[src/flash_read_pkg.sv]
// constants and types shared by the multi-lane flash read path
package flash_read_pkg;

  // ==========================================================
  // opcodes
  localparam logic [7:0] OP_DUAL_OUT = 8'h3b;
  localparam logic [7:0] OP_QUAD_OUT = 8'h6b;
  localparam logic [7:0] OP_DUAL_IO = 8'hbb;
  localparam logic [7:0] OP_QUAD_IO = 8'heb;
  localparam logic [7:0] OP_WORD_QUAD = 8'he7;

  // ==========================================================
  // frame layout
  localparam logic [4:0] OPCODE_BITS = 5'h08;
  localparam logic [4:0] ADDR_BITS = 5'h18;
  localparam logic [4:0] MODE_BITS = 5'h08;
  localparam logic [3:0] DUMMY_FAST = 4'h8;
  localparam logic [3:0] DUMMY_QUAD_IO = 4'h4;
  localparam logic [3:0] DUMMY_WORD = 4'h2;
  localparam logic [1:0] SKIP_CODE = 2'h2;
  localparam logic [23:0] WRAP_BASE_LEN = 24'h000008;
  localparam int MEM_DEPTH = 256;

  // ==========================================================
  // register map, byte addresses
  localparam logic [11:0] CFG_OFF = 12'h000;
  localparam logic [11:0] WRAP_OFF = 12'h004;
  localparam logic [11:0] STAT_OFF = 12'h008;
  localparam logic [11:0] MADDR_OFF = 12'h00c;
  localparam logic [11:0] MDATA_OFF = 12'h010;

  // ==========================================================
  // fields and reset values
  localparam int CFG_PERMIT_BIT = 0;
  localparam int CFG_QCM_BIT = 1;
  localparam int CFG_PARAM_LSB = 4;
  localparam int WRAP_LSB = 4;
  localparam logic [7:0] CFG_RESET = 8'h00;
  localparam logic [2:0] WRAP_RESET = 3'h1;
  localparam logic [1:0] RESP_OKAY = 2'h0;
  localparam logic [1:0] RESP_SLVERR = 2'h2;

  // ==========================================================
  // types
  typedef enum logic [2:0] {
    ST_IDLE, ST_OPCODE, ST_ADDR, ST_MODE, ST_DUMMY, ST_DATA, ST_IGNORE
  } link_state_t;

endpackage

[src/multi_io_fast_read.sv]
// multi-lane serial flash read path with AXI4-Lite configuration port
// Overview of operation
// RQ1 - dual output read drives lanes zero and one
// RQ2 - eight dummy clocks after address, inputs ignored
// RQ3 - host releases lanes before first data edge
// RQ4 - quad output read needs quad lane permit
// RQ5 - dual io read: address and data on two
// RQ6 - mode byte follows address; low nibble ignored
// RQ7 - skip code 10 arms opcode-less next read
// RQ8 - other skip codes require opcode next time
// RQ9 - host sends sixteen ones to leave dual
// RQ10 - host sends eight ones to leave quad
// RQ11 - quad io read: four lanes, four dummies
// RQ12 - quad io read needs quad lane permit
// RQ13 - wrap within aligned page section until deselect
// RQ14 - three wrap setting bits: disable, length
// RQ15 - quad command dummies 2/4/6/8, default 2
// RQ16 - quad command mode bits count as dummies
// RQ17 - opcode skipping works in quad command mode
// RQ18 - no wrap for quad io in quad mode
// RQ19 - word quad read uses two dummy clocks
// RQ20 - word quad read needs quad lane permit
// RQ21 - dual and quad output reads single-lane only
// RQ22 - address increments per byte until deselect
// RQ23 - wrap lengths 8, 16, 32, 64 bytes
// RQ24 - wrap disabled after reset
// RQ25 - single-lane opcode msb first on lane zero
// RQ26 - msb group on highest lane first
`timescale 1ns/100ps

module multi_io_fast_read import flash_read_pkg::*; (
  // clock and reset
  input wire logic core_clk,
  input wire logic rst,
  // axi4-lite write
  input wire logic [11:0] s_axi_awaddr,
  input wire logic s_axi_awvalid,
  output logic s_axi_awready,
  input wire logic [31:0] s_axi_wdata,
  input wire logic [3:0] s_axi_wstrb,
  input wire logic s_axi_wvalid,
  output logic s_axi_wready,
  output logic [1:0] s_axi_bresp,
  output logic s_axi_bvalid,
  input wire logic s_axi_bready,
  // axi4-lite read
  input wire logic [11:0] s_axi_araddr,
  input wire logic s_axi_arvalid,
  output logic s_axi_arready,
  output logic [31:0] s_axi_rdata,
  output logic [1:0] s_axi_rresp,
  output logic s_axi_rvalid,
  input wire logic s_axi_rready,
  // flash link pins
  input wire logic flashCsN,
  input wire logic flashSclk,
  input wire logic [3:0] laneIn,
  output logic [3:0] laneOut,
  output logic [3:0] laneOe
);

  // ==========================================================
  // helpers
  function automatic logic [23:0] shiftIn(input logic [23:0] acc, input logic [3:0] io,
                                          input logic [2:0] lanes);
    case (lanes)
      3'h1: shiftIn = {acc[22:0], io[0]};
      3'h2: shiftIn = {acc[21:0], io[1:0]};
      default: shiftIn = {acc[19:0], io};
    endcase
  endfunction

  function automatic logic [4:0] clocksFor(input logic [4:0] bits, input logic [2:0] lanes);
    case (lanes)
      3'h1: clocksFor = bits;
      3'h2: clocksFor = {1'b0, bits[4:1]};
      default: clocksFor = {2'b00, bits[4:2]};
    endcase
  endfunction

  function automatic logic [23:0] nextAddr(input logic [23:0] addr, input logic wrapOn,
                                           input logic [1:0] lenSel);
    logic [23:0] mask;
    mask = (WRAP_BASE_LEN << lenSel) - 24'h000001; // see RQ23
    if (wrapOn)
      nextAddr = (addr & ~mask) | ((addr + 24'h000001) & mask); // see RQ13
    else
      nextAddr = addr + 24'h000001; // see RQ22
  endfunction

  // ==========================================================
  // pin synchronisers
  logic csS1_reg, csS2_reg, sclkS1_reg, sclkS2_reg, sclkS3_reg;
  logic [3:0] ioS1_reg, ioS2_reg;

  always_ff @(posedge core_clk) begin
    if (rst) begin
      csS1_reg <= 1'b1;
      csS2_reg <= 1'b1;
      sclkS1_reg <= 1'b0;
      sclkS2_reg <= 1'b0;
      sclkS3_reg <= 1'b0;
      ioS1_reg <= 4'h0;
      ioS2_reg <= 4'h0;
    end else begin
      csS1_reg <= flashCsN;
      csS2_reg <= csS1_reg;
      sclkS1_reg <= flashSclk;
      sclkS2_reg <= sclkS1_reg;
      sclkS3_reg <= sclkS2_reg;
      ioS1_reg <= laneIn;
      ioS2_reg <= ioS1_reg;
    end
  end

  wire csHigh = csS2_reg;
  wire sclkRise = sclkS2_reg & ~sclkS3_reg;
  wire sclkFall = ~sclkS2_reg & sclkS3_reg;

  // ==========================================================
  // configuration state
  logic [7:0] cfg_reg;
  logic [2:0] wrap_reg;
  logic [7:0] memAddr_reg;
  logic [7:0] mem [0:MEM_DEPTH-1];

  wire quadLanePermit = cfg_reg[CFG_PERMIT_BIT];
  wire quadCommandMode = cfg_reg[CFG_QCM_BIT];
  wire [1:0] readParam = cfg_reg[CFG_PARAM_LSB +: 2];
  wire wrapDisableBit = wrap_reg[0];
  wire [1:0] wrapLengthSel = wrap_reg[2:1];

  // ==========================================================
  // link sequencer state
  link_state_t state_reg;
  logic [4:0] phaseCnt_reg, phaseLen_reg;
  logic [23:0] acc_reg, addr_reg;
  logic [7:0] opcode_reg;
  logic [2:0] addrLanes_reg, dataLanes_reg;
  logic hasMode_reg, wrapOk_reg, contFlag_reg;
  logic [3:0] dummy_reg;
  logic [1:0] skipCode_reg;
  logic [7:0] shReg_reg;
  logic [1:0] grpCnt_reg;

  wire [2:0] cmdLanes = quadCommandMode ? 3'h4 : 3'h1; // see RQ25
  wire [23:0] accNext = shiftIn(acc_reg, ioS2_reg, (state_reg == ST_OPCODE) ? cmdLanes
                                                                       : addrLanes_reg);
  wire phaseLast = (phaseCnt_reg == phaseLen_reg - 5'h01);
  wire [7:0] opNext = accNext[7:0];
  wire [7:0] modeNext = accNext[7:0];

  // ==========================================================
  // opcode decode
  logic decAccept, decMode, decWrap;
  logic [2:0] decAddrLanes, decDataLanes;
  logic [3:0] decDummy;

  always_comb begin
    decAccept = 1'b0;
    decMode = 1'b0;
    decWrap = 1'b0;
    decAddrLanes = 3'h1;
    decDataLanes = 3'h1;
    decDummy = 4'h0;
    case (opNext)
      OP_DUAL_OUT: begin
        decAccept = ~quadCommandMode; // see RQ21
        decDataLanes = 3'h2; // see RQ1
        decDummy = DUMMY_FAST; // see RQ2
      end
      OP_QUAD_OUT: begin
        decAccept = ~quadCommandMode & quadLanePermit; // see RQ4, RQ21
        decDataLanes = 3'h4;
        decDummy = DUMMY_FAST; // see RQ2
      end
      OP_DUAL_IO: begin
        decAccept = ~quadCommandMode; // see RQ21
        decAddrLanes = 3'h2; // see RQ5
        decDataLanes = 3'h2;
        decMode = 1'b1; // see RQ6
      end
      OP_QUAD_IO: begin
        decAccept = quadLanePermit; // see RQ12
        decAddrLanes = 3'h4; // see RQ11
        decDataLanes = 3'h4;
        decMode = 1'b1;
        // mode clocks already cover two of the programmed dummies
        decDummy = quadCommandMode ? {1'b0, readParam, 1'b0} : DUMMY_QUAD_IO; // see RQ15, RQ16
        decWrap = ~quadCommandMode; // see RQ18
      end
      OP_WORD_QUAD: begin
        decAccept = quadLanePermit & ~quadCommandMode; // see RQ20
        decAddrLanes = 3'h4;
        decDataLanes = 3'h4;
        decMode = 1'b1;
        decDummy = DUMMY_WORD; // see RQ19
        decWrap = 1'b1;
      end
      default: decAccept = 1'b0;
    endcase
  end

  // ==========================================================
  // sequencer
  wire byteDone = sclkFall && (state_reg == ST_DATA) &&
                  (grpCnt_reg == ((dataLanes_reg == 3'h2) ? 2'h3 : 2'h1));
  wire wrapActive = wrapOk_reg & ~wrapDisableBit;

  always_ff @(posedge core_clk) begin
    if (rst) begin
      state_reg <= ST_IDLE;
      phaseCnt_reg <= 5'h00;
      phaseLen_reg <= OPCODE_BITS;
      acc_reg <= 24'h000000;
      addr_reg <= 24'h000000;
      opcode_reg <= 8'h00;
      addrLanes_reg <= 3'h1;
      dataLanes_reg <= 3'h1;
      hasMode_reg <= 1'b0;
      wrapOk_reg <= 1'b0;
      dummy_reg <= 4'h0;
      contFlag_reg <= 1'b0;
      skipCode_reg <= 2'h0;
    end else if (csHigh) begin
      // read attributes survive deselect for the opcode-less follow-up
      state_reg <= ST_IDLE;
      phaseCnt_reg <= 5'h00;
    end else begin
      case (state_reg)
        ST_IDLE: begin
          acc_reg <= 24'h000000;
          phaseCnt_reg <= 5'h00;
          if (contFlag_reg) begin
            state_reg <= ST_ADDR; // see RQ7, RQ17
            phaseLen_reg <= clocksFor(ADDR_BITS, addrLanes_reg);
          end else begin
            state_reg <= ST_OPCODE; // see RQ8
            phaseLen_reg <= clocksFor(OPCODE_BITS, cmdLanes);
          end
        end
        ST_OPCODE: if (sclkRise) begin
          acc_reg <= accNext;
          phaseCnt_reg <= phaseCnt_reg + 5'h01;
          if (phaseLast) begin
            opcode_reg <= opNext;
            phaseCnt_reg <= 5'h00;
            acc_reg <= 24'h000000;
            if (decAccept) begin
              state_reg <= ST_ADDR;
              phaseLen_reg <= clocksFor(ADDR_BITS, decAddrLanes);
              addrLanes_reg <= decAddrLanes;
              dataLanes_reg <= decDataLanes;
              hasMode_reg <= decMode;
              wrapOk_reg <= decWrap;
              dummy_reg <= decDummy;
            end else begin
              state_reg <= ST_IGNORE; // see RQ4
            end
          end
        end
        ST_ADDR: if (sclkRise) begin
          acc_reg <= accNext; // see RQ5
          phaseCnt_reg <= phaseCnt_reg + 5'h01;
          if (phaseLast) begin
            addr_reg <= accNext;
            phaseCnt_reg <= 5'h00;
            acc_reg <= 24'h000000;
            if (hasMode_reg) begin
              state_reg <= ST_MODE;
              phaseLen_reg <= clocksFor(MODE_BITS, addrLanes_reg);
            end else if (dummy_reg != 4'h0) begin
              state_reg <= ST_DUMMY;
              phaseLen_reg <= {1'b0, dummy_reg};
            end else begin
              state_reg <= ST_DATA;
            end
          end
        end
        ST_MODE: if (sclkRise) begin
          acc_reg <= accNext;
          phaseCnt_reg <= phaseCnt_reg + 5'h01;
          if (phaseLast) begin
            phaseCnt_reg <= 5'h00;
            skipCode_reg <= modeNext[5:4]; // see RQ6
            contFlag_reg <= (modeNext[5:4] == SKIP_CODE); // see RQ7, RQ8
            if (dummy_reg != 4'h0) begin
              state_reg <= ST_DUMMY;
              phaseLen_reg <= {1'b0, dummy_reg};
            end else begin
              state_reg <= ST_DATA; // see RQ16
            end
          end
        end
        ST_DUMMY: if (sclkRise) begin
          // lane values are not looked at here
          phaseCnt_reg <= phaseCnt_reg + 5'h01; // see RQ2
          if (phaseLast) begin
            phaseCnt_reg <= 5'h00;
            state_reg <= ST_DATA;
          end
        end
        ST_DATA: if (byteDone) begin
          addr_reg <= nextAddr(addr_reg, wrapActive, wrapLengthSel); // see RQ22
        end
        default: state_reg <= ST_IGNORE;
      endcase
    end
  end

  // ==========================================================
  // data output, changes on falling clock edges
  wire [7:0] curByte = (grpCnt_reg == 2'h0) ? mem[addr_reg[7:0]] : shReg_reg;

  always_ff @(posedge core_clk) begin
    if (rst || csHigh || state_reg != ST_DATA) begin
      laneOut <= 4'h0;
      laneOe <= 4'h0;
      shReg_reg <= 8'h00;
      grpCnt_reg <= 2'h0;
    end else if (sclkFall) begin
      // lanes are only taken after the first data falling edge
      if (dataLanes_reg == 3'h2) begin
        laneOut <= {2'b00, curByte[7:6]}; // see RQ1, RQ26
        laneOe <= 4'h3; // see RQ3
        shReg_reg <= {curByte[5:0], 2'b00};
      end else begin
        laneOut <= curByte[7:4]; // see RQ26
        laneOe <= 4'hf; // see RQ3
        shReg_reg <= {curByte[3:0], 4'h0};
      end
      grpCnt_reg <= byteDone ? 2'h0 : grpCnt_reg + 2'h1;
    end
  end

  // ==========================================================
  // axi4-lite write path
  logic awHeld_reg, wHeld_reg;
  logic [11:0] awAddr_reg;
  logic [31:0] wData_reg;
  logic [3:0] wStrb_reg;

  assign s_axi_awready = ~awHeld_reg & ~s_axi_bvalid;
  assign s_axi_wready = ~wHeld_reg & ~s_axi_bvalid;

  wire doWrite = awHeld_reg & wHeld_reg & ~s_axi_bvalid;
  wire wrLow = doWrite & wStrb_reg[0];
  wire wrCfg = wrLow && (awAddr_reg == CFG_OFF);
  wire wrWrap = wrLow && (awAddr_reg == WRAP_OFF);
  wire wrMaddr = wrLow && (awAddr_reg == MADDR_OFF);
  wire wrMdata = wrLow && (awAddr_reg == MDATA_OFF);
  wire wrKnown = (awAddr_reg == CFG_OFF) || (awAddr_reg == WRAP_OFF) ||
                 (awAddr_reg == STAT_OFF) || (awAddr_reg == MADDR_OFF) ||
                 (awAddr_reg == MDATA_OFF);

  always_ff @(posedge core_clk) begin
    if (rst) begin
      awHeld_reg <= 1'b0;
      wHeld_reg <= 1'b0;
      awAddr_reg <= 12'h000;
      wData_reg <= 32'h00000000;
      wStrb_reg <= 4'h0;
      s_axi_bvalid <= 1'b0;
      s_axi_bresp <= RESP_OKAY;
    end else begin
      if (s_axi_awvalid && s_axi_awready) begin
        awHeld_reg <= 1'b1;
        awAddr_reg <= {s_axi_awaddr[11:2], 2'b00};
      end
      if (s_axi_wvalid && s_axi_wready) begin
        wHeld_reg <= 1'b1;
        wData_reg <= s_axi_wdata;
        wStrb_reg <= s_axi_wstrb;
      end
      if (doWrite) begin
        awHeld_reg <= 1'b0;
        wHeld_reg <= 1'b0;
        s_axi_bvalid <= 1'b1;
        s_axi_bresp <= wrKnown ? RESP_OKAY : RESP_SLVERR;
      end else if (s_axi_bvalid && s_axi_bready) begin
        s_axi_bvalid <= 1'b0;
      end
    end
  end

  always_ff @(posedge core_clk) begin
    if (rst) begin
      cfg_reg <= CFG_RESET; // see RQ15
      wrap_reg <= WRAP_RESET; // see RQ24
      memAddr_reg <= 8'h00;
    end else begin
      if (wrCfg)
        cfg_reg <= wData_reg[7:0];
      if (wrWrap)
        wrap_reg <= wData_reg[WRAP_LSB +: 3]; // see RQ14
      if (wrMaddr)
        memAddr_reg <= wData_reg[7:0];
      else if (wrMdata)
        memAddr_reg <= memAddr_reg + 8'h01;
    end
  end

  // array is not reset; contents are whatever software loaded
  always_ff @(posedge core_clk) begin
    if (wrMdata)
      mem[memAddr_reg] <= wData_reg[7:0];
  end

  // ==========================================================
  // axi4-lite read path
  logic [31:0] rdMux;
  logic rdKnown;
  wire [11:0] rdAddr = {s_axi_araddr[11:2], 2'b00};

  always_comb begin
    rdMux = 32'h00000000;
    rdKnown = 1'b1;
    if (rdAddr == CFG_OFF)
      rdMux = {24'h000000, cfg_reg};
    else if (rdAddr == WRAP_OFF)
      rdMux = {25'h0000000, wrap_reg, 4'h0};
    else if (rdAddr == STAT_OFF)
      rdMux = {14'h0000, skipCode_reg, opcode_reg, 4'h0, contFlag_reg, state_reg};
    else if (rdAddr == MADDR_OFF)
      rdMux = {24'h000000, memAddr_reg};
    else if (rdAddr == MDATA_OFF)
      rdMux = {24'h000000, mem[memAddr_reg]};
    else
      rdKnown = 1'b0;
  end

  assign s_axi_arready = ~s_axi_rvalid;

  always_ff @(posedge core_clk) begin
    if (rst) begin
      s_axi_rvalid <= 1'b0;
      s_axi_rdata <= 32'h00000000;
      s_axi_rresp <= RESP_OKAY;
    end else if (s_axi_arvalid && s_axi_arready) begin
      s_axi_rvalid <= 1'b1;
      s_axi_rdata <= rdMux;
      s_axi_rresp <= rdKnown ? RESP_OKAY : RESP_SLVERR;
    end else if (s_axi_rvalid && s_axi_rready) begin
      s_axi_rvalid <= 1'b0;
    end
  end

endmodule

[config.mk]
export PLATFORM = sky130hd
export DESIGN_NAME = multi_io_fast_read
export DESIGN_NICKNAME = d
export VERILOG_FILES = /design/src/flash_read_pkg.sv /design/src/multi_io_fast_read.sv
export SDC_FILE = /design/constraint.sdc
export NUM_CORES = 2
export LEC_CHECK = 0
export BUFFER_PORTS_ARGS = -buffer_cell sky130_fd_sc_hd__buf_2
export CAP_MARGIN = 20
export CORE_UTILIZATION = 64
export DETAILED_ROUTE_END_ITERATION = 10
export PLACE_DENSITY = 0.8
export SLEW_MARGIN = 20
export SYNTH_ARGS = -nofsm -noshare
export SYNTH_HDL_FRONTEND = slang
export SYNTH_SLANG_ARGS = --single-unit
export TNS_END_PERCENT = 20
[constraint.sdc]
create_clock -name core_clk -period 5.4 [get_ports core_clk]
set_clock_uncertainty 0.2 [all_clocks]
set_input_delay 0.81 -clock core_clk [delete_from_list [all_inputs] [get_ports core_clk]]
set_output_delay 0.81 -clock core_clk [all_outputs]
set_load 0.02 [all_outputs]
Word level (Yosys, flattened, before mapping)
Memories as Yosys holds them, arrays and structs flattened. A register that Yosys moved wholly into a read port is not among the register bits.
Index checks and enable logic that the tools add are counted.
{ "op_classes": {"n_shift": 1, "reduce_logical": 47, "n_addsub": 6, "n_bitwise": 23, "n_eq_ne": 43, "n_mux": 80} }
{ "op_table": {"columns": ["operator", "n"], "rows": [
  ["$mux 24", 4],
  ["$pmux 24 s2", 2],
  ["$mux 8", 10],
  ["$mux 23", 3],
  ["$pmux 23 s3", 1],
  ["$mux 5", 12],
  ["$mux 18", 3],
  ["$and 24x24->24", 2],
  ["$eq 10x2->1 const B", 4],
  ["$mux 3", 13],
  ["$pmux 5 s2", 3],
  ["$add 24x1->24 const B", 1],
  ["$eq 8x8->1 const B", 3],
  ["$logic_not 12->1", 2],
  ["$not 24->24", 1],
  ["$or 24x24->24", 1],
  ["$shl 4x2->24 const A", 1],
  ["$sub 24x1->24 const B", 1],
  ["$eq 3x2->1 const B", 7],
  ["$eq 10x1->1 const B", 2],
  ["$eq 10x3->1 const B", 2],
  ["$ne 2x2->1 const B", 10],
  ["$pmux 5 s4", 1],
  ["$pmux 3 s6", 1],
  ["other kinds (37)", 110]
]} }
{ "word_totals": {"in_bits": 73, "register_bits": 192, "n_memories": 1, "word_cells": 238, "ram_bits": 2048, "out_inout_bits": 49} }
{ "memory_table": {"columns": ["memory", "words", "width", "rd", "rd_ports_with_merged_regs", "wr", "line_no", "source"], "rows": [
  ["mem", 256, 8, 2, 2, 1, "multi_io_fast_read.sv:125", "logic [7:0] mem [0:MEM_DEPTH-1];"]
]} }

Longest topological paths before layout
{ "depth": {"depth_word": 13, "depth_mapped": 14, "ltp_nobuf": 10} }

Worst setup path before layout
No wires, ideal clock.
{ "synth_timing": {"path_kind": "reg2reg", "start": "reg wData_reg[4]", "end": "mem mem[0][4] (data pin)", "period_less_slack_ns": 4.508, "t_required_ns": 4.335, "stages_incl_launch_ff": 1, "setup_slack_ns": 0.892, "arrival_ns": 3.443, "setup_time_ns": 0.865, "path_buffers": 0, "path_cell_list": "dfxtp_1"} }
{ "synth_rtl": {"columns": ["element", "line_no", "source"], "rows": [
  ["start, declared", "multi_io_fast_read.sv:340", "logic [31:0] wData_reg;"],
  ["start signal, assigned", "multi_io_fast_read.sv:372", "wData_reg <= s_axi_wdata;"],
  ["end, declared", "multi_io_fast_read.sv:125", null]
]} }
No word-level cell before the write port.

==> flow_summary.ini <==
[status]
status = complete, no violations

[cts]
ctsLongestPathBuffers = 3
cts_made_buffers = 215
cts_sinks = 2203
htree_levels = 4
cts_resized = 0
cts.clk_slew.worst_paths_ns = 0.06
clockRootBuffer = clkbuf_16
worstSkewPairLatency_ns = 0.88
cts_tree = yes

[yosys]
synth_seq_cells = 2203
synthArstFlopShare_pct = 0
ys.flop_type = edfxtp_1
synth_top_area_share_pct = 59.8
synth-edff-count = 2048
ys_warn_count = 0
ys_types = 90
synth_top_area_cell = edfxtp_1
netlist_top_cells_area = edfxtp_1 (60%), mux4_2 (23%), dfxtp_1 (3.0%), mux2i_1 (3.0%), nor2_1 (1.5%)
syn_area_per_cell_um2 = 18.1
synthesis.area_mm2 = 0.103
synthCells = 5670
ys_seq_area_share_pct = 62.8

[cells_and_area]
multi_input_area_mm2 = 0.0359
utilization_pct = 71.8
final_nets = 5992
drive_gt1_share_pct = 30.6
final-seq-area_mm2 = 0.0647
final_cells = 8164
largest_reg_flops = 2048
fillerInstances = 9237
area_delta_synth_final_pct = 10.9
postLayoutCellArea_mm2 = 0.114

[timing]
rsz0062_at_grt = no
tns_ns = 0
fmaxAchievable_mhz = 207
hold_violations = 0
finalMaxSlewViolations = 0
maxSlewHeadroom_pct = 16.4
min_period_over_period_pct = 89.4
timing.final.crit_period_ns = 4.83
tightest_slew_ns = 1.25
setup_viol = 0

[die]
initial_core_util_pct = 64.7
core_mm2 = 0.159
die_w_um = 403
rows = 146
chipHeight_um = 403
ios = 122
die_area_mm2 = 0.162

[detailed_routing]
ant_nets = 0
route.detailed.drc = 0
drt_iter0_drc = 11664
drt_wl_total_mm = 325
vias = 64314
firstDrtPassIters = 8
drt-wirelength-per-cell_um = 39.8
viasPerCell = 7.88

[global_route]
grt_first_pass_wirelength_mm = 461
grt_max_degree = 195
grt_pass1_vias = 63672
antenna_found_initial = 15
grt-ovfl-total = 0
grtUsageTotal_pct = 40.4

[setup_path]
worst_path_max_delay_cell = a221oi_1
crit_fanout = 38
critPathCaptureType = flip-flop
startpoint_type = flip-flop
path_cells = buf_4, buf_12, mux4_2, mux4_2, a22o_1, a221oi_1, nor3_1, nor3_1, o31ai_1, o311a_1
critPathMaxStageDelay_ns = 0.80
r2r_cells = 10
crit_arrival_ns = 5.37
worstPathRequired_ns = 5.94
worstSetupPathType = reg -> reg
ff2ff_setup_slack_ns = 0.57
reg2reg_to = s_axi_rdata[7]$_SDFFE_PP0P_

[placed_design]
io_buffers = 74
dpl_cell_area_mm2 = 0.107
hpwlAfterDp_mm = 208
place_congestion = 1.00
post-place-cells = 7745

[flow_run]
drv_cap = 0

[min_path]
hold_depth = 3
hp-class = in -> reg
hp-start = s_axi_wdata[7]
whs_endpoint = wData_reg[7]$_SDFFE_PP0P_

[power_and_ir_drop]
power.leakage_nw = 34.2
ir_drop_uv = 340
power_density_mw_per_mm2 = 301
total_power_mw = 34.3
per-stage QoR:
stage	setup slack, ns	hold WS, ns
finish	0.572	0.0439
global route	0.628	0.0255
CTS	0.893	0.00486
detailed placement	0.923	0.207
global placement	0.903	0.203
floorplan	0.892	0.189
final cells by class:
cell class | count | share of cell area (%)
Tap cell | 2072 | 2.27
Antenna cell | 7 | 0.0154
Timing Repair Buffer | 461 | 3.38
Sequential cell | 2203 | 56.7
Multi-Input combinational cell | 3003 | 31.5
Clock buffer | 262 | 5.00
Clock inverter | 130 | 1.08
Inverter | 26 | 0.0899
cell families after synthesis:
| family | synth area share, % |
|---|---|
| compound gates | 4.70 |
| xor+xnor | 0.102 |
| fa+ha+maj | 0.119 |
| buf+inv | 2.42 |
| flops | 62.8 |
| mux | 25.7 |
| other cells | 0.00365 |
| simple gates | 4.07 |
critical path, delay by kind of cell (launching register included):
kind / cells / cell delay (ns)
AO/OA/AOI/OAI: 4 / 1.38
buffers and inverters: 2 / 0.74
flip-flops: 1 / 0.50
multiplexers: 2 / 1.13
AND/OR/NAND/NOR: 2 / 0.73
placed cells by master, fill, tap and decap left out, types with 72 or more instances in the layout:
cell type,n
nor3_1,72
dfxtp_1,136
nor2_1,411
buf_2,73
a22oi_1,72
a21oi_1,130
o221ai_1,75
mux2i_1,307
buf_4,325
clkbuf_16,218
mux4_2,1035
o22ai_1,108
nand2_1,197
edfxtp_1,2048
routing by layer:
| metal | global-route usage [%] | part of all wire (%) | vias up |
|---|---|---|---|
| met5 | 0.416 | 0.053 | - |
| met2 | 58.7 | 44 | 5946 |
| met1 | 52.8 | 32 | 32685 |
| met4 | 24.7 | 7.5 | 28 |
| met3 | 14.2 | 16 | 1230 |
| li1 | - | - | 24425 |
worst max-delay path by stage:
stage,slack (ns),endpoint,cells past startpoint,start
after global placement,0.90,mem[170][7]$_DFFE_PP_,8,awAddr_reg[8]$_SDFFE_PP0P_
after global routing,0.63,mem[96][2]$_DFFE_PP_,8,awAddr_reg[8]$_SDFFE_PP0P_
after detailed placement,0.92,mem[96][2]$_DFFE_PP_,8,awAddr_reg[8]$_SDFFE_PP0P_
after floorplan,0.89,mem[0][4]$_DFFE_PP_,0,wData_reg[4]$_SDFFE_PP0P_
final,0.57,s_axi_rdata[7]$_SDFFE_PP0P_,10,flip-flop
after CTS,0.89,mem[96][2]$_DFFE_PP_,8,awAddr_reg[8]$_SDFFE_PP0P_
repair_timing:
action / in CTS / in global routing
setup endpoints to repair: 0 / 0
hold buffers: 17 / 0
endpoints found under the hold margin: 16 / 0
setup buffers: 0 / 0
cells in the mapped netlist, drive strengths merged, types with 6 or more instances:
cell type,n
a211oi,63
dfxtp,155
nor3b,7
a2111oi,20
o211ai,11
a22o,22
nor3,73
a311oi,6
a21oi,130
xnor2,11
ha,9
nand3b,11
mux2i,307
clkbuf,209
and2,20
o31ai,8
nand2,198
nand3,57
a31oi,12
o221ai,75
edfxtp,2048
nor2,416
mux2,8
a221oi,24
nor4,21
or3,8
o21ai,73
buf,244
inv,26
and3,14
a22oi,72
nor2b,53
o22ai,108
nand4,12
mux4,1035
nand2b,18
where the power goes:
part | internal (mW) | total [mW] | switching, mW | leakage (nW)
logic | 0.0791 | 0.449 | 0.370 | 10.9
registers | 18.7 | 18.8 | 0.100 | 19.9
clock network | 8.37 | 15.0 | 6.64 | 3.39
total | 27.2 | 34.3 | 7.11 | 34.2
(Power assumes the default switching activity.)
